--- src/hdl/usart_sync_pkg.sv ---
// constants, field layout and carrier types for the synchronous serial port
// assumes a 32-bit apb master and a 200 MHz mclk
package usart_sync_pkg;

  // ****************************************
  // bus and register map
  // ****************************************
  localparam int         ADDR_W           = 10;
  localparam int         DATA_W           = 32;
  // printed offsets are register indexes; byte address is four times each
  localparam logic [7:0] IDX_GLOBAL_IRQ   = 8'h0B;
  localparam logic [7:0] IDX_FLAG_BANK    = 8'h0C;
  localparam logic [7:0] IDX_RX_STATUS    = 8'h18;
  localparam logic [7:0] IDX_TX_BUFFER    = 8'h19;
  localparam logic [7:0] IDX_RX_BUFFER    = 8'h1A;
  localparam logic [7:0] IDX_ENABLE_BANK  = 8'h8C;
  localparam logic [7:0] IDX_TX_STATUS    = 8'h98;
  localparam logic [7:0] IDX_BAUD_DIVISOR = 8'h99;

  // ****************************************
  // field positions
  // ****************************************
  // global_interrupt_control
  localparam int GIE_BIT    = 7;
  localparam int PERIPHERAL_IRQ_GATE_BIT   = 6;
  // peripheral_flag_bank / peripheral_enable_bank
  localparam int RX_FLAG_BIT = 5;
  localparam int TX_FLAG_BIT = 4;
  // receive_status_control
  localparam int PORT_EN_BIT = 7;
  localparam int RX9_BIT     = 6;
  localparam int SINGLE_RECEIVE_ENABLE_BIT    = 5;
  localparam int CONTINUOUS_RECEIVE_ENABLE_BIT    = 4;
  localparam int ADDR_DET_BIT = 3;
  localparam int FRAME_BIT   = 2;
  localparam int OVERRUN_BIT = 1;
  localparam int NINTH_RECEIVED_BIT_BIT    = 0;
  // transmit_status_control
  localparam int CLOCK_SOURCE_SELECT_BIT    = 7;
  localparam int TX9_BIT     = 6;
  localparam int TRANSMIT_ENABLE_BIT    = 5;
  localparam int SYNC_BIT    = 4;
  localparam int HIGH_BAUD_SELECT_BIT    = 2;
  localparam int SHIFTER_EMPTY_BIT    = 1;
  localparam int NINTH_TRANSMIT_BIT_BIT    = 0;

  // ****************************************
  // reset values and counts
  // ****************************************
  localparam logic [7:0]  REG_RESET      = 8'h00;
  localparam logic [7:0]  TX_STATUS_RST  = 8'h02;
  localparam logic [3:0]  BITS_SHORT     = 4'h8;
  localparam logic [3:0]  BITS_LONG      = 4'h9;
  localparam int          FIFO_DEPTH     = 2;
  localparam logic [15:0] IRQ_VECTOR     = 16'h0004;

  // ****************************************
  // types
  // ****************************************
  typedef struct packed {
    logic       ninth;
    logic [7:0] data;
  } rx_word_s;

  typedef struct packed {
    logic out;
    logic oe_b;
  } pin_drive_s;

  typedef enum logic [1:0] {
    LINK_IDLE = 2'b00,
    LINK_RX   = 2'b01,
    LINK_TX   = 2'b10
  } link_mode_e;

endpackage

--- src/hdl/usart_sync.sv ---
// synchronous half-duplex serial port: master/slave receive, transmit, apb registers
// assumes apb master on mclk; serial pins resolved outside from out/oe_b
//
// Contract
// RULE1: master mode: either receive enable starts reception
// RULE2: sample data on shift clock falling edge
// RULE3: single-receive enable takes exactly one word
// RULE4: continuous enable receives until software clears
// RULE5: both enables set means continuous reception
// RULE6: finished word goes to fifo, sets flag
// RULE7: receive irq only when its enable set
// RULE8: receive flag read-only, clears when fifo empty
// RULE9: two-word fifo, third shifts, ordered reads
// RULE10: full fifo at word end: overrun, drop
// RULE11: overrun cleared only by clearing continuous enable
// RULE12: overrun blocks all moves into fifo
// RULE13: ninth bit buffered; read updates status field
// RULE14: software reads status before data register
// RULE15: software setup order for master reception
// RULE16: clock source clear: slave, external clock
// RULE17: slave transfers behave as master ones
// RULE18: slave keeps shifting while core sleeps
// RULE19: second word waits, transmit flag clear
// RULE20: second word moves, then transmit flag sets
// RULE21: enabled flag wakes core; vector 0004h
// RULE22: slave mode ignores single-receive enable
// RULE23: slave continuous receive during sleep wakes core
// RULE24: software setup order for slave transmission
// RULE25: master drives its own shift clock out
// RULE26: baud generator held reset when all idle
// RULE27: single word done clears enable, resumes transmit
// RULE28: external shift clock synchronised, edges detected
// RULE29: eight bits, or nine in nine-bit mode
`timescale 1ns/100ps

module usart_sync
  import usart_sync_pkg::*;
(
  // clock and reset
  input  wire logic              mclk,
  input  wire logic              rst_b,
  // apb slave
  input  wire logic              psel,
  input  wire logic              penable,
  input  wire logic              pwrite,
  input  wire logic [ADDR_W-1:0] paddr,
  input  wire logic [DATA_W-1:0] pwdata,
  output logic      [DATA_W-1:0] prdata,
  output logic                   pready,
  output logic                   pslverr,
  // serial clock pin
  input  wire logic              serial_clock_in,
  output pin_drive_s             serial_clock_pin,
  // serial data pin
  input  wire logic              serial_data_in,
  output pin_drive_s             serial_data_pin,
  // core
  input  wire logic              core_sleep,
  output logic                   core_wake,
  output logic                   core_irq,
  output logic      [15:0]       irq_vector
);

  // ****************************************
  // register state
  // ****************************************
  logic [1:0]  gic_r;
  logic [7:0]  enable_bank_r;
  logic        port_en_r;
  logic        rx9_r;
  logic        single_receive_enable_r;
  logic        continuous_receive_enable_r;
  logic        addr_det_r;
  logic        overrun_r;
  logic        clock_source_select_r;
  logic        tx9_r;
  logic        transmit_enable_r;
  logic        sync_r;
  logic        high_baud_select_r;
  logic        ninth_transmit_bit_r;
  logic [7:0]  baud_divisor_r;
  logic [7:0]  txbuf_r;
  logic        txbuf_full_r;

  // ****************************************
  // apb decode
  // ****************************************
  logic        access;
  logic        wr;
  logic        rd;
  logic [7:0]  idx;
  logic        mapped;
  logic        wr_gic;
  logic        wr_rxs;
  logic        wr_txb;
  logic        wr_en;
  logic        wr_txs;
  logic        wr_baud;
  logic        rd_rxb;
  logic [7:0]  rd_byte;

  assign access  = psel & penable & pready;
  assign wr      = access & pwrite & mapped;
  assign rd      = access & ~pwrite & mapped;
  assign idx     = paddr[ADDR_W-1:2];
  assign mapped  = (paddr[1:0] == 2'h0) &
                   (idx == IDX_GLOBAL_IRQ  || idx == IDX_FLAG_BANK   ||
                    idx == IDX_RX_STATUS   || idx == IDX_TX_BUFFER   ||
                    idx == IDX_RX_BUFFER   || idx == IDX_ENABLE_BANK ||
                    idx == IDX_TX_STATUS   || idx == IDX_BAUD_DIVISOR);
  assign wr_gic  = wr & (idx == IDX_GLOBAL_IRQ);
  assign wr_rxs  = wr & (idx == IDX_RX_STATUS);
  assign wr_txb  = wr & (idx == IDX_TX_BUFFER);
  assign wr_en   = wr & (idx == IDX_ENABLE_BANK);
  assign wr_txs  = wr & (idx == IDX_TX_STATUS);
  assign wr_baud = wr & (idx == IDX_BAUD_DIVISOR);
  assign rd_rxb  = rd & (idx == IDX_RX_BUFFER);

  // ****************************************
  // link control
  // ****************************************
  logic        link_on;
  logic        rx_en;
  logic        tx_go;
  logic [3:0]  rx_bits;
  logic [3:0]  tx_bits;
  link_mode_e  mode_r;

  assign link_on = port_en_r & sync_r;
  assign rx_en   = link_on & (continuous_receive_enable_r | (single_receive_enable_r & clock_source_select_r)); // RULE1 RULE5 RULE22
  assign tx_go   = link_on & transmit_enable_r & ~rx_en;
  assign rx_bits = rx9_r ? BITS_LONG : BITS_SHORT; // RULE29
  assign tx_bits = tx9_r ? BITS_LONG : BITS_SHORT; // RULE29

  always_ff @(posedge mclk or negedge rst_b) begin
    if (!rst_b) begin
      mode_r <= LINK_IDLE;
    end else begin
      case ({rx_en, tx_go})
        2'b10:   mode_r <= LINK_RX;
        2'b01:   mode_r <= LINK_TX;
        default: mode_r <= LINK_IDLE;
      endcase
    end
  end

  // ****************************************
  // baud generator and clock selection
  // ****************************************
  logic        brg_run;
  logic [7:0]  brg_cnt_r;
  logic        gen_clk_r;
  logic        ext_sync1_r;
  logic        ext_sync2_r;
  logic        sclk_now;
  logic        sclk_prev_r;
  logic        sclk_rise;
  logic        sclk_fall;

  assign brg_run = link_on & clock_source_select_r & (transmit_enable_r | continuous_receive_enable_r | single_receive_enable_r); // RULE26

  always_ff @(posedge mclk or negedge rst_b) begin
    if (!rst_b) begin
      brg_cnt_r <= 8'h00;
      gen_clk_r <= 1'b0;
    end else if (!brg_run) begin
      brg_cnt_r <= 8'h00; // RULE26
      gen_clk_r <= 1'b0;
    end else if (brg_cnt_r == baud_divisor_r) begin
      brg_cnt_r <= 8'h00;
      gen_clk_r <= ~gen_clk_r; // RULE25
    end else begin
      brg_cnt_r <= brg_cnt_r + 8'h01;
    end
  end

  always_ff @(posedge mclk or negedge rst_b) begin
    if (!rst_b) begin
      ext_sync1_r <= 1'b0;
      ext_sync2_r <= 1'b0;
      sclk_prev_r <= 1'b0;
    end else begin
      ext_sync1_r <= serial_clock_in; // RULE28
      ext_sync2_r <= ext_sync1_r;
      sclk_prev_r <= sclk_now;
    end
  end

  assign sclk_now  = clock_source_select_r ? gen_clk_r : ext_sync2_r; // RULE16 RULE18
  assign sclk_rise = sclk_now & ~sclk_prev_r; // RULE28
  assign sclk_fall = ~sclk_now & sclk_prev_r; // RULE17

  // ****************************************
  // receive shifter
  // ****************************************
  logic [8:0]  rsr_r;
  logic [3:0]  rx_cnt_r;
  logic [8:0]  rsr_shift;
  logic        rx_sample;
  logic        word_done;
  rx_word_s    word_in;

  assign rx_sample = rx_en & sclk_fall; // RULE2
  assign rsr_shift = {serial_data_in, rsr_r[8:1]};
  assign word_done = rx_sample & (rx_cnt_r + 4'h1 == rx_bits); // RULE29
  assign word_in   = rx9_r ? rsr_shift : {1'b0, rsr_shift[8:1]}; // RULE13

  always_ff @(posedge mclk or negedge rst_b) begin
    if (!rst_b) begin
      rsr_r    <= 9'h000;
      rx_cnt_r <= 4'h0;
    end else if (!rx_en) begin
      rx_cnt_r <= 4'h0;
    end else if (rx_sample) begin
      rsr_r    <= rsr_shift; // RULE2
      rx_cnt_r <= word_done ? 4'h0 : rx_cnt_r + 4'h1; // RULE4
    end
  end

  // ****************************************
  // receive fifo
  // ****************************************
  rx_word_s    fifo_mem [FIFO_DEPTH];
  logic        wr_ptr_r;
  logic        rd_ptr_r;
  logic [1:0]  fifo_cnt_r;
  logic        fifo_full;
  logic        push;
  logic        pop;
  logic        overrun_set;
  rx_word_s    fifo_head;

  assign fifo_full   = (fifo_cnt_r == 2'(FIFO_DEPTH)); // RULE9
  assign push        = word_done & ~overrun_r & ~fifo_full; // RULE6 RULE12
  assign overrun_set = word_done & ~overrun_r & fifo_full; // RULE10
  assign pop         = rd_rxb & (fifo_cnt_r != 2'h0); // RULE9
  assign fifo_head   = (fifo_cnt_r != 2'h0) ? fifo_mem[rd_ptr_r] : '0;

  always_ff @(posedge mclk) begin
    if (push) begin
      fifo_mem[wr_ptr_r] <= word_in; // RULE6 RULE13
    end
  end

  always_ff @(posedge mclk or negedge rst_b) begin
    if (!rst_b) begin
      wr_ptr_r   <= 1'b0;
      rd_ptr_r   <= 1'b0;
      fifo_cnt_r <= 2'h0;
    end else begin
      wr_ptr_r   <= wr_ptr_r ^ push;
      rd_ptr_r   <= rd_ptr_r ^ pop; // RULE13
      fifo_cnt_r <= fifo_cnt_r + {1'b0, push} - {1'b0, pop}; // RULE8
    end
  end

  // ****************************************
  // transmit shifter
  // ****************************************
  logic [8:0]  tsr_r;
  logic        tsr_full_r;
  logic [3:0]  tx_cnt_r;
  logic        tsr_load;
  logic        tx_shift;
  logic        dout_r;

  assign tsr_load = transmit_enable_r & ~tsr_full_r & txbuf_full_r; // RULE19 RULE20
  assign tx_shift = tx_go & tsr_full_r & sclk_rise;

  always_ff @(posedge mclk or negedge rst_b) begin
    if (!rst_b) begin
      tsr_r      <= 9'h000;
      tsr_full_r <= 1'b0;
      tx_cnt_r   <= 4'h0;
      dout_r     <= 1'b0;
    end else if (!transmit_enable_r) begin
      tsr_full_r <= 1'b0;
      tx_cnt_r   <= 4'h0;
    end else if (tsr_load) begin
      tsr_r      <= {ninth_transmit_bit_r, txbuf_r}; // RULE19
      tsr_full_r <= 1'b1;
      tx_cnt_r   <= 4'h0;
    end else if (tx_shift) begin
      if (tx_cnt_r == tx_bits) begin
        tsr_full_r <= 1'b0; // RULE20
      end else begin
        dout_r   <= tsr_r[0];
        tsr_r    <= {1'b0, tsr_r[8:1]};
        tx_cnt_r <= tx_cnt_r + 4'h1;
      end
    end
  end

  always_ff @(posedge mclk or negedge rst_b) begin
    if (!rst_b) begin
      txbuf_r      <= REG_RESET;
      txbuf_full_r <= 1'b0;
    end else if (wr_txb) begin
      txbuf_r      <= pwdata[7:0];
      txbuf_full_r <= 1'b1;
    end else if (tsr_load) begin
      txbuf_full_r <= 1'b0; // RULE20
    end
  end

  // ****************************************
  // control registers
  // ****************************************
  logic        single_receive_enable_done;
  logic        continuous_receive_enable_nxt;

  assign single_receive_enable_done = word_done & single_receive_enable_r & ~continuous_receive_enable_r & clock_source_select_r; // RULE3 RULE27
  assign continuous_receive_enable_nxt  = wr_rxs ? pwdata[CONTINUOUS_RECEIVE_ENABLE_BIT] : continuous_receive_enable_r;

  always_ff @(posedge mclk or negedge rst_b) begin
    if (!rst_b) begin
      port_en_r  <= 1'b0;
      rx9_r      <= 1'b0;
      single_receive_enable_r     <= 1'b0;
      continuous_receive_enable_r     <= 1'b0;
      addr_det_r <= 1'b0;
    end else if (wr_rxs) begin
      port_en_r  <= pwdata[PORT_EN_BIT];
      rx9_r      <= pwdata[RX9_BIT];
      single_receive_enable_r     <= pwdata[SINGLE_RECEIVE_ENABLE_BIT];
      continuous_receive_enable_r     <= pwdata[CONTINUOUS_RECEIVE_ENABLE_BIT]; // RULE4
      addr_det_r <= pwdata[ADDR_DET_BIT];
    end else if (single_receive_enable_done) begin
      single_receive_enable_r     <= 1'b0; // RULE27
    end
  end

  always_ff @(posedge mclk or negedge rst_b) begin
    if (!rst_b) begin
      overrun_r <= 1'b0;
    end else begin
      overrun_r <= overrun_set | (overrun_r & continuous_receive_enable_nxt); // RULE10 RULE11
    end
  end

  always_ff @(posedge mclk or negedge rst_b) begin
    if (!rst_b) begin
      {clock_source_select_r, tx9_r, transmit_enable_r, sync_r} <= TX_STATUS_RST[7:4];
      high_baud_select_r <= TX_STATUS_RST[HIGH_BAUD_SELECT_BIT];
      ninth_transmit_bit_r <= TX_STATUS_RST[NINTH_TRANSMIT_BIT_BIT];
    end else if (wr_txs) begin
      {clock_source_select_r, tx9_r, transmit_enable_r, sync_r} <= pwdata[7:4]; // RULE16
      high_baud_select_r <= pwdata[HIGH_BAUD_SELECT_BIT];
      ninth_transmit_bit_r <= pwdata[NINTH_TRANSMIT_BIT_BIT];
    end
  end

  always_ff @(posedge mclk or negedge rst_b) begin
    if (!rst_b) begin
      gic_r          <= 2'h0;
      enable_bank_r  <= REG_RESET;
      baud_divisor_r <= REG_RESET;
    end else begin
      if (wr_gic) gic_r <= {pwdata[GIE_BIT], pwdata[PERIPHERAL_IRQ_GATE_BIT]};
      if (wr_en) enable_bank_r <= pwdata[7:0];
      if (wr_baud) baud_divisor_r <= pwdata[7:0];
    end
  end

  // ****************************************
  // flags and read mux
  // ****************************************
  logic        rx_flag;
  logic        tx_flag;
  logic        flag_irq;
  logic [7:0]  flag_bank;
  logic [7:0]  rx_status;
  logic [7:0]  tx_status;

  assign rx_flag  = (fifo_cnt_r != 2'h0); // RULE6 RULE8
  assign tx_flag  = ~txbuf_full_r; // RULE19 RULE20
  assign flag_irq = (rx_flag & enable_bank_r[RX_FLAG_BIT]) | // RULE7
                    (tx_flag & enable_bank_r[TX_FLAG_BIT]);

  assign flag_bank = (8'(rx_flag) << RX_FLAG_BIT) | (8'(tx_flag) << TX_FLAG_BIT);
  assign rx_status = {port_en_r, rx9_r, single_receive_enable_r, continuous_receive_enable_r, addr_det_r,
                      1'b0, overrun_r, fifo_head.ninth}; // RULE13 RULE14
  assign tx_status = {clock_source_select_r, tx9_r, transmit_enable_r, sync_r, 1'b0, high_baud_select_r,
                      ~tsr_full_r, ninth_transmit_bit_r};

  always_comb begin
    case (idx)
      IDX_GLOBAL_IRQ:   rd_byte = {gic_r, 6'h00};
      IDX_FLAG_BANK:    rd_byte = flag_bank;
      IDX_RX_STATUS:    rd_byte = rx_status;
      IDX_TX_BUFFER:    rd_byte = txbuf_r;
      IDX_RX_BUFFER:    rd_byte = fifo_head.data; // RULE9
      IDX_ENABLE_BANK:  rd_byte = enable_bank_r;
      IDX_TX_STATUS:    rd_byte = tx_status;
      IDX_BAUD_DIVISOR: rd_byte = baud_divisor_r;
      default:          rd_byte = 8'h00;
    endcase
  end

  // ****************************************
  // apb answer: one wait cycle
  // ****************************************
  always_ff @(posedge mclk or negedge rst_b) begin
    if (!rst_b) begin
      pready  <= 1'b0;
      pslverr <= 1'b0;
      prdata  <= 32'h0000_0000;
    end else begin
      pready  <= psel & penable & ~pready;
      pslverr <= psel & penable & ~pready & ~mapped;
      prdata  <= (psel & penable & ~pready & mapped) ? {24'h00_0000, rd_byte}
                                                   : 32'h0000_0000;
    end
  end

  // ****************************************
  // pins and core signals
  // ****************************************
  always_ff @(posedge mclk or negedge rst_b) begin
    if (!rst_b) begin
      serial_clock_pin <= '{out: 1'b0, oe_b: 1'b1};
      serial_data_pin  <= '{out: 1'b0, oe_b: 1'b1};
    end else begin
      serial_clock_pin.out  <= gen_clk_r; // RULE25
      serial_clock_pin.oe_b <= ~(link_on & clock_source_select_r & (transmit_enable_r | rx_en)); // RULE16
      serial_data_pin.out   <= dout_r;
      serial_data_pin.oe_b  <= ~(mode_r == LINK_TX);
    end
  end

  always_ff @(posedge mclk or negedge rst_b) begin
    if (!rst_b) begin
      core_wake  <= 1'b0;
      core_irq   <= 1'b0;
      irq_vector <= 16'h0000;
    end else begin
      core_wake  <= core_sleep & flag_irq; // RULE21 RULE23
      core_irq   <= gic_r[1] & gic_r[0] & flag_irq; // RULE7
      irq_vector <= (gic_r[1] & gic_r[0] & flag_irq) ? IRQ_VECTOR : 16'h0000; // RULE21
    end
  end

endmodule

--- config.mk ---
export PLATFORM = sky130hd
export DESIGN_NAME = usart_sync
export DESIGN_NICKNAME = d
export VERILOG_FILES = /design/src/hdl/usart_sync_pkg.sv /design/src/hdl/usart_sync.sv
export SDC_FILE = /design/constraint.sdc
export NUM_CORES = 1
export LEC_CHECK = 0
export BUFFER_PORTS_ARGS = -buffer_cell sky130_fd_sc_hd__buf_2
export CORE_UTILIZATION = 25
export CTS_CLUSTER_DIAMETER = 200
export DETAILED_ROUTE_END_ITERATION = 8
export GPL_ROUTABILITY_DRIVEN = 0
export PLACE_DENSITY = 0.52
export SYNTH_ARGS = -nofsm -noshare
export SYNTH_HDL_FRONTEND = slang
export SYNTH_SLANG_ARGS = --single-unit
--- constraint.sdc ---
create_clock -name mclk -period 3.1 [get_ports mclk]
set_clock_uncertainty 0.15 [all_clocks]
set_input_delay 0.465 -clock mclk [delete_from_list [all_inputs] [get_ports mclk]]
set_output_delay 0.465 -clock mclk [all_outputs]
set_load 0.05 [all_outputs]
==> summary.md, run 1 <==
| Metric | Value |
|---|---|
| Final #Nets | 606 |
| Main synth FF type | dfrtp_1 |
| Clock Tree Root | clkbuf_16 |
| Clk slew on worst S/H paths | 0.06 ns |
| Initial DRC count | 232 |
| Hold Crit Depth | 2 |
| Total I/O pin count | 106 |
| Average wire per standard cell | 16.3 um |
| Place WS | 0.137 ns |
| Post-Syn Instances | 489 |
| DP Wirelength | 9880 um |
| Power Density | 553 nW/um2 |
| Max-Cap Viols | 0 |
| Final ANT Viol Nets | 0 |
| GRT overflow | 0 |
| Flop2flop setup slack | 0.14 ns |
| RSZ-0062 raised after global routing | false |
| Slew @ Worst Pin | 0.731 ns |
| Cts bufs inserted | 17 |
| # fillers | 2313 |
| Ys async rst share | 84.7% |
| Reg2reg end | fifo_cnt_r[1]$_DFF_PN0_ |
| Worst path slowest cell | dfrtp_1 |
| TritonCTS clock tree | built |
| Max-slew violations | 0 |
| Final worst path period need | 2.96 ns |
| Sequential area share after synthesis | 52.5% |
| Outcome | finished, final reports clean |
| Core area | 22700 um2 |
| Final Cell Area | 6910 um2 |
| Ant diodes | 0 |
| Reg2Reg Launch Point | rx_cnt_r[0]$_DFFE_PN0P_ |
| Mean Syn Cell Area | 11.9 um2 |
| Busiest grt layer | met2 |
| Commonest non-fill, non-tap cell in the layout | dfrtp_1 |
| Crit Path Max Fanout | 5 |
| Critical path startpoint category | register |
| Total Routing Usage GR | 12.4% |
| CP Cell Sequence | ha_1 -> xor2_1 -> or3_1 -> or3_1 -> or3_1 -> ha_1 -> inv_1 -> ha_1 -> xnor2_1 -> xnor2_1 |
| Slew headroom | 50.6% |
| Initial core utilization | 25.6% |
| Total area of sequential cells | 3050 um2 |
| Vias per cell | 4.65 |
| Buffers on Ports | 42 |
| Mapped cell area | 5800 um2 |
| Most frequent cells in the layout | dfrtp_1 (98), mux2_2 (66), buf_2 (41) |
| Reg2Reg Depth | 10 |
| Fmax | 338 MHz |
| Crit path largest cell delay | 0.43 ns |
| Final setup violation count | 0 |
| Setup crit end kind | register |
| Class of the most critical hold timing path | in2reg |
| Die area | 23800 um2 |
| DR DRC count | 0 |
| Crit path max-delay family | simple AND/OR/NAND/NOR gates |
| Hold_sp | core_sleep |
| Yosys warnings | 0 |
| Period utilisation layout | 95.3% |
| Cts repair resizes | 0 |
| First-pass GRT wire length | 22200 um |
| DIE HEIGHT | 154 um |
| Static Leak | 3.12 nW |
| Arrival @ worst endpoint | 3.15 ns |
| Largest net degree at the start of global routing | 45 |
| Fin. Hold Viols | 0 |
| Post-synthesis cell type count | 64 |
| VDD IR max | 0.323 mV |
| Clock Sinks | 118 |
| Worst Slack Setup Final | 0.144 ns |
| Min-Delay Endpoint | core_wake$_DFF_PN0_ |
| Via count | 3941 |
| Initial antenna violation count | 0 |
| Std-Cell Rows | 55 |
| Worst skew pair latency | 0.42 ns |
| Post-CTS Hold Buffers | 2 |
| Buffers plus inverters on the worst setup path | 1 |
| Area of placed instances | 6280 um2 |
| Setup TNS | 0 ns |
| Synth-to-Final Area Change | 19.0% |
| Post-CTS Setup Inserts | 0 |
| Met3 global-route usage | 3.22% |
| Vias in the first global route | 4091 |
| Die Width | 154 um |
| Synthesis-stage register bit count | 118 |
| DRT Pass-1 Iters | 4 |
| Total wire length | 13800 um |
| Area of the multi-input gates | 2480 um2 |
| Grt met2 use | 20.0% |
| WS Path Type | reg2reg |
| Share of cells above drive strength 1 | 30.2% |
| Deepest clock path buffer count | 2 |
| Required time of the critical path | 3.30 ns |
| Met1 GRT Util | 15.3% |
| Post-synth EDFFs | 18 |
| H-tree levels | 4 |
## power breakdown
group | internal (mW) | switching, mW
clock network | 1.27 | 0.742
logic | 0.0379 | 0.187
registers | 1.58 | 0.00420
## kinds of logic (layout without fill, tap and decap cells)
family,count (synthesis),in the layout,synth area share [%]
AO/OA/AOI/OAI,63,63,7.74
adder cells (fa/ha/maj),7,7,1.51
buffers and inverters,70,105,7.33
XOR/XNOR,22,22,3.32
multiplexers,69,69,13.5
AND/OR/NAND/NOR,139,139,14.0
flip-flops,118,118,52.5
other,1,39,0.0646
## final cells by class
type                    count  area share (%)
clock buffers              18            6.21
clock inverters            14            2.57
inverters                  11           0.598
multi-input cells         339            35.9
flip-flops and latches    118            44.1
well taps                 285            5.16
repair buffers             62            5.51
## cell usage after synthesis (2+ instances only)
cell | instances | area share (%)
inv_1 | 11 | 0.71
clkbuf_1 | 8 | 0.52
and4_1 | 3 | 0.45
nor2b_1 | 4 | 0.43
buf_2 | 5 | 0.43
a222oi_1 | 2 | 0.34
clkbuf_2 | 2 | 0.17
xnor2_1 | 14 | 2.1
nand2_1 | 21 | 1.4
nor3b_2 | 2 | 0.43
nor4bb_1 | 2 | 0.34
a221o_1 | 8 | 1.4
o31a_1 | 2 | 0.30
nand3_1 | 21 | 1.8
nor3_1 | 8 | 0.69
a21oi_1 | 13 | 1.1
nor2_1 | 17 | 1.1
nand4_1 | 6 | 0.65
or3_1 | 6 | 0.65
nand2b_1 | 7 | 0.75
nand4b_1 | 2 | 0.30
dfrtp_1 | 98 | 42
ha_1 | 7 | 1.5
mux2_2 | 66 | 13
and3_1 | 18 | 1.9
o21ai_0 | 13 | 1.1
xor2_1 | 8 | 1.2
a2111oi_0 | 2 | 0.30
nor4_1 | 3 | 0.32
a31oi_1 | 4 | 0.43
o211ai_1 | 3 | 0.39
and2_1 | 6 | 0.65
mux2i_1 | 2 | 0.34
edfxtp_1 | 18 | 9.3
buf_1 | 3 | 0.19
buf_4 | 41 | 5.3
dfstp_2 | 2 | 0.91
a22oi_1 | 4 | 0.52
and4b_1 | 2 | 0.34
## state kept, by name, summed over array words and instances (netlist names), 2 cells and up
signal	cells
prdata	8
tsr_r	9
enable_bank_r	8
gic_r	2
fifo_cnt_r	2
tx_cnt_r	4
serial_clock_pin	2
mode_r	2
serial_data_pin	2
baud_divisor_r	8
brg_cnt_r	8
txbuf_r	8
rx_cnt_r	4
fifo_mem	18
rsr_r	8
## worst max-delay path by stage
| stage | from | end | slack [ns] | cells past startpoint |
|---|---|---|---|---|
| global placement | rx_cnt_r[0]$_DFFE_PN0P_ | fifo_cnt_r[1]$_DFF_PN0_ | 0.17 | 10 |
| detailed placement | rx_cnt_r[0]$_DFFE_PN0P_ | fifo_cnt_r[1]$_DFF_PN0_ | 0.14 | 10 |
| CTS | rx_cnt_r[0]$_DFFE_PN0P_ | fifo_cnt_r[1]$_DFF_PN0_ | 0.12 | 10 |
| floorplan | rx_cnt_r[0]$_DFFE_PN0P_ | fifo_cnt_r[1]$_DFF_PN0_ | 0.24 | 10 |
| global route | rx_cnt_r[0]$_DFFE_PN0P_ | fifo_cnt_r[1]$_DFF_PN0_ | 0.02 | 10 |
| finish | rx_cnt_r[0]$_DFFE_PN0P_ | fifo_cnt_r[1]$_DFF_PN0_ | 0.14 | 10 |
## routing by layer
layer / part of all wire (%) / vias up
met3: 4.0 / 21
met1: 46 / 1991
met2: 48 / 101
met4: 2.5 / 0
met5: 0 / -
li1: - / 1828
## through the flow
stage	util, %	power [mW]	std cells	hold WS, ns
floorplan	-	1.79	527	0.0194
global placement	27.7	1.83	813	0.193
detailed placement	27.7	1.83	813	0.204
CTS	30.4	3.86	847	0.0798
global route	30.4	3.94	847	0.108
finish	30.4	3.82	847	0.0995
No activity file was read; power rests on OpenSTA's default activity.
==> run 2: changes to the inputs <==
Settings changed: RECOVER_POWER from default to 25, SLEW_MARGIN from default to 20.
==> run 2 against run 1 <==
Compared with the run above: critical endpoint unchanged; final area shrank 0.16%; worst setup slack gained 0.0019 ns; clock power is essentially flat; the run now ends with capacitance limit, slew limit left; critical path depth is the same; core utilization is essentially flat; combinational power is essentially flat; sequential power is essentially flat; total power shrank 0.13%; fmax is essentially flat; via count grew 0.33%; cell count is the same; largest power group unchanged; sequential cell count is the same.
==> summary.md, run 2 (synthesized netlist as in run 1, its figures left out) <==
| Metric | Value |
|---|---|
| Most frequent cells in the layout | dfrtp_1 (98), mux2_2 (59), buf_2 (41) |
| Worst skew pair latency | 0.42 ns (about the same) |
| Total I/O pin count | 106 (unchanged) |
| RSZ-0062 raised after global routing | false |
| Fmax | 339 MHz (about the same) |
| Slew @ Worst Pin | 2.05 ns (+1.32 ns) |
| Ant diodes | 0 (unchanged) |
| Flop2flop setup slack | 0.15 ns (about the same) |
| Period utilisation layout | 95.3% (about the same) |
| Via count | 3954 (+0.33%) |
| Cts repair resizes | 0 (unchanged) |
| Vias in the first global route | 4091 (unchanged) |
| Class of the most critical hold timing path | in2reg |
| Vias per cell | 4.67 (+0.33%) |
| Initial core utilization | 25.6% (unchanged) |
| Share of cells above drive strength 1 | 28.5% (-1.8 points) |
| Slew headroom | -36.8% (-87 points) |
| Core area | 22700 um2 (unchanged) |
| Commonest non-fill, non-tap cell in the layout | dfrtp_1 |
| Final worst path period need | 2.95 ns (-0.00194 ns) |
| Total wire length | 13700 um (-0.56%) |
| Deepest clock path buffer count | 2 (unchanged) |
| Failing checks | capacitance limit, slew limit |
| Setup crit end kind | register |
| Final #Nets | 606 (unchanged) |
| Post-CTS Hold Buffers | 2 (unchanged) |
| Arrival @ worst endpoint | 3.15 ns (about the same) |
| Initial antenna violation count | 0 (unchanged) |
| Clock Tree Root | clkbuf_16 |
| Reg2Reg Depth | 10 (unchanged) |
| DR DRC count | 0 (unchanged) |
| Max FFs per register | 18 (unchanged) |
| First-pass GRT wire length | 22200 um (unchanged) |
| Buffers plus inverters on the worst setup path | 1 (unchanged) |
| DIE HEIGHT | 154 um (unchanged) |
| Die area | 23800 um2 (unchanged) |
| Total area of sequential cells | 3050 um2 (unchanged) |
| CP Launch Point | rx_cnt_r[0]$_DFFE_PN0P_ |
| Required time of the critical path | 3.30 ns (about the same) |
| DRT Pass-1 Iters | 4 (unchanged) |
| Crit path max-delay family | simple AND/OR/NAND/NOR gates |
| # fillers | 2317 (+0.17%) |
| H-tree levels | 4 (unchanged) |
| Largest net degree at the start of global routing | 45 (unchanged) |
| Buffers on Ports | 42 (unchanged) |
| Crit Path Max Fanout | 5 (unchanged) |
| Hold slack final | 0.106 ns (+0.00654 ns) |
| VDD IR max | 0.324 mV (+0.25%) |
| Clock Sinks | 118 (unchanged) |
| Final setup violation count | 0 (unchanged) |
| Total Routing Usage GR | 12.4% (unchanged) |
| Fin. Hold Viols | 0 (unchanged) |
| Most flops, register | fifo_mem |
| Power Density | 553 nW/um2 (about the same) |
| Clk slew on worst S/H paths | 0.06 ns (about the same) |
| Worst path slowest cell | dfrtp_1 |
| DP Wirelength | 9880 um (unchanged) |
| Setup TNS | 0 ns (unchanged) |
| WS Path Type | reg2reg |
| CP Cell Sequence | ha_1 -> xor2_1 -> or3_1 -> or3_1 -> or3_1 -> ha_1 -> inv_1 -> ha_1 -> xnor2_1 -> xnor2_1 |
| Critical path startpoint category | register |
| Regs by FF count | fifo_mem (18), tsr_r (9) |
| Die Width | 154 um (unchanged) |
| Std-Cell Rows | 55 (unchanged) |
| Initial DRC count | 234 (+0.86%) |
| Synth-to-Final Area Change | 18.8% |
| Reg2Reg Launch Point | rx_cnt_r[0]$_DFFE_PN0P_ |
| Max-slew violations | 33 (+33) |
| Crit path largest cell delay | 0.43 ns (about the same) |
| Hold_sp | core_sleep |
| TritonCTS clock tree | built |
| Min-Delay Endpoint | core_wake$_DFF_PN0_ |
| Outcome | finished, violations left |
| Average wire per standard cell | 16.2 um (-0.56%) |
| GRT overflow | 0 (unchanged) |
| Area of the multi-input gates | 2480 um2 (unchanged) |
| Reg2reg end | fifo_cnt_r[1]$_DFF_PN0_ |
| Final ANT Viol Nets | 0 (unchanged) |
| Hold Crit Depth | 2 (unchanged) |
| Post-CTS Setup Inserts | 0 (unchanged) |
| Static Leak | 3.11 nW (-0.15%) |
| Max-Cap Viols | 1 (+1) |
| Cts bufs inserted | 17 (unchanged) |
==> run 2: how the worst max path moves through the flow <==
stage	endpoint	slack (ns)	depth (start not counted)
global placement	fifo_cnt_r[1]$_DFF_PN0_	0.17	10
CTS	fifo_cnt_r[1]$_DFF_PN0_	0.12	10
detailed placement	fifo_cnt_r[1]$_DFF_PN0_	0.14	10
floorplan	fifo_cnt_r[1]$_DFF_PN0_	0.24	10
finish	fifo_cnt_r[1]$_DFF_PN0_	0.15	10
global route	serial_data_pin[0]$_DFF_PN1_	0.02	3
==> run 2: layer usage <==
metal / GRT usage [%] / up-vias / part of all wire, %
met3: 3.22 / 25 / 4.2
met4: 6.22 / 0 / 2.6
met2: 20.0 / 106 / 47
met1: 15.3 / 1998 / 46
met5: 0 / - / 0
li1: - / 1825 / -
==> run 2: power by group <==
part	internal [mW]	switching (mW)
logic	0.0368	0.187
clock network	1.27	0.738
registers	1.58	0.00419
==> run 2: area by class of cell <==
class / count / area share, %
flip-flops and latches: 118 / 44.2
multi-input cells: 339 / 35.9
clock buffers: 18 / 6.22
repair buffers: 62 / 5.35
well taps: 285 / 5.17
clock inverters: 14 / 2.58
inverters: 11 / 0.599
==> run 2: stage by stage <==
| stage | worst slack, ns | utilization (%) | area (um2) | instances | total power, mW |
|---|---|---|---|---|---|
| 6_report | 0.146 | 30.4 | 6900 | 847 | 3.81 |
| 5_1_grt | 0.0163 | 30.4 | 6900 | 847 | 3.94 |
| 4_1_cts | 0.119 | 30.4 | 6910 | 847 | 3.86 |
| 3_5_place_dp | 0.137 | 27.7 | 6280 | 813 | 1.83 |
| 3_3_place_gp | 0.169 | 27.7 | 6280 | 813 | 1.83 |
| 2_1_floorplan | 0.237 | - | 5950 | 527 | 1.79 |
==> run 3: changes to the inputs <==
Settings changed: CELL_PAD_IN_SITES_DETAIL_PLACEMENT from default to 0, CELL_PAD_IN_SITES_GLOBAL_PLACEMENT from default to 1, PLACE_DENSITY 0.52 to default, PLACE_DENSITY_LB_ADDON from default to 0.2.
==> run 3 against run 2 <==
Compared with the run above: the flow now finishes without violations; worst setup slack better by 0.064 ns; core utilization is the same; via count decreased by 1.5%; sequential power about the same; critical endpoint unchanged; largest power group unchanged; highest routed layer unchanged.
==> summary.md, run 3 (synthesized netlist as in run 1, its figures left out) <==
| Metric | Value |
|---|---|
| Class of the most critical hold timing path | in2reg |
| Deepest clock path buffer count | 2 (unchanged) |
| Worst path slowest cell | dfrtp_1 |
| Total power | 3.80 mW (-0.45%) |
| Buffers on Ports | 42 (unchanged) |
| Util after Layout | 30.4% (unchanged) |
| Vias in the first global route | 4003 (-2.2%) |
| Max FFs per register | 18 (unchanged) |
| VDD IR max | 0.250 mV (-23%) |
| Total Routing Usage GR | 13.3% (+0.87 points) |
| DIE HEIGHT | 154 um (unchanged) |
| Most frequent cells in the layout | dfrtp_1 (98), mux2_2 (61), buf_2 (40) |
| Final ANT Viol Nets | 0 (unchanged) |
| DR DRC count | 0 (unchanged) |
| Initial DRC count | 205 (-12%) |
| DP Wirelength | 10600 um (+7.6%) |
| Buffers plus inverters on the worst setup path | 1 (unchanged) |
| Die area | 23800 um2 (unchanged) |
| Via count | 3894 (-1.5%) |
| Average wire per standard cell | 17.4 um (+7.0%) |
| Critical path startpoint category | register |
| Initial core utilization | 25.6% (unchanged) |
| GRT overflow | 0 (unchanged) |
| First-pass GRT wire length | 23400 um (+5.5%) |
| Core area | 22700 um2 (unchanged) |
| RSZ-0062 raised after global routing | false |
| Largest net degree at the start of global routing | 46 (+2.2%) |
| DRT Pass-1 Iters | 4 (unchanged) |
| Hold Crit Depth | 2 (unchanged) |
| Worst Slack Setup Final | 0.211 ns (+0.0641 ns) |
| Cts bufs inserted | 17 (unchanged) |
| Cts repair resizes | 0 (unchanged) |
| Final Cell Area | 6900 um2 (unchanged) |
| Place WS | 0.188 ns (+0.0510 ns) |
| Die Width | 154 um (unchanged) |
| Share of cells above drive strength 1 | 28.4% (-0.10 points) |
| Max-Cap Viols | 0 (-1) |
| Max-slew violations | 0 (-100%) |
| Total wire length | 14700 um (+7.3%) |
| Std-Cell Rows | 55 (unchanged) |
| Initial antenna violation count | 0 (unchanged) |
| Slew @ Worst Pin | 1.21 ns (-0.844 ns) |
| Worst skew pair latency | 0.42 ns (about the same) |
| Post-CTS Setup Inserts | 0 (unchanged) |
| Power Density | 550 nW/um2 (-0.45%) |
| Most flops, register | fifo_mem |
| Final setup violation count | 0 (unchanged) |
| Commonest non-fill, non-tap cell in the layout | dfrtp_1 |
| Total I/O pin count | 106 (unchanged) |
| Final #Nets | 608 (+0.33%) |
| Crit path largest cell delay | 0.38 ns (-0.05 ns) |
| Fin. Hold Viols | 0 (unchanged) |
| Reg2Reg Depth | 10 (unchanged) |
| CP Cell Sequence | ha_1 -> xor2_1 -> or3_1 -> or3_1 -> or3_1 -> ha_1 -> inv_1 -> ha_1 -> xnor2_1 -> xnor2_1 |
| Static Leak | 3.11 nW (about the same) |
| TritonCTS clock tree | built |
| Setup TNS | 0 ns (unchanged) |
| Fmax | 346 MHz (+2.2%) |
| Regs by FF count | fifo_mem (18), tsr_r (9) |
| Ant diodes | 0 (unchanged) |
| Required time of the critical path | 3.29 ns (about the same) |
| WP depth | 10 (unchanged) |
| H-tree levels | 4 (unchanged) |
| Slew headroom | 19.5% (+56 points) |
| Synth-to-Final Area Change | 18.8% (unchanged) |
| Crit Path Max Fanout | 2 (-3) |
| Period utilisation layout | 93.2% (-2.1 points) |
| Final worst path period need | 2.89 ns (-0.0641 ns) |
| Clk slew on worst S/H paths | 0.06 ns (about the same) |
| Clock Tree Root | clkbuf_16 |
| Crit path max-delay family | simple AND/OR/NAND/NOR gates |
| WS Path Type | reg2reg |
| Clock Sinks | 118 (unchanged) |
| Setup crit end kind | register |
| Vias per cell | 4.59 (-1.7%) |
| Arrival @ worst endpoint | 3.08 ns (-0.07 ns) |
| Area of placed instances | 6290 um2 (+0.24%) |
| Outcome | finished, final reports clean |
[run 3: cell types whose count changed in the layout (fill, tap and decap cells not counted), moves of 2 or more]
cell | before | now
clkinv_1 | 0 | 4
clkinv_4 | 6 | 2
mux2_1 | 7 | 5
mux2_2 | 59 | 61
[run 3: final cells by class]
| class | count | area, um2 |
|---|---|---|
| fillers | 2327 | 15800 |
| flip-flops and latches | 118 | 3050 |
| multi-input cells | 339 | 2480 |
| clock buffers | 18 | 439 |
| repair buffers | 64 | 380 |
| well taps | 285 | 357 |
| clock inverters | 14 | 156 |
| inverters | 11 | 41.3 |
[run 3: what timing repair did]
| item | CTS | global route |
|---|---|---|
| hold buffers | 2 | 0 |
| setup endpoints to repair | 0 | 0 |
| hold endpoints to repair | 43 | 0 |
[run 3: path summary, 6_finish.rpt]
check	from	to	slack, ns
setup / recovery	rx_cnt_r[0]$_DFFE_PN0P_	fifo_cnt_r[1]$_DFF_PN0_	0.21
min in group asynchronous	rst_b	baud_divisor_r[2]$_DFFE_PN0P_	0.68
setup reg to reg	rx_cnt_r[0]$_DFFE_PN0P_	fifo_cnt_r[1]$_DFF_PN0_	0.21
hold reg to reg	ext_sync1_r$_DFF_PN0_	ext_sync2_r$_DFF_PN0_	0.20
max in group asynchronous	rst_b	serial_clock_pin[0]$_DFF_PN1_	1.12
hold / removal	core_sleep	core_wake$_DFF_PN0_	0.11
[run 3: power by group]
part	switching [mW]	total, mW	internal, mW
Clock	0.717	1.99	1.27
Combinational	0.189	0.226	0.0367
Sequential	0.00403	1.58	1.58
Total	0.910	3.80	2.89
[run 3: per-stage QoR]
step	hold slack [ns]	cells
2_1_floorplan	0.0194	527
3_3_place_gp	0.188	815
3_5_place_dp	0.190	815
4_1_cts	0.0911	849
5_1_grt	0.119	849
6_report	0.106	849
[run 3: layer usage]
layer	part of all wire (%)	GRT usage [%]	vias up	wire, um
met2	48	21.1	89	7020
met3	5.7	3.50	15	846
li1	-	-	1830	-
met1	45	17.1	1960	6660
met5	0	0	-	0
met4	1.5	5.23	0	218
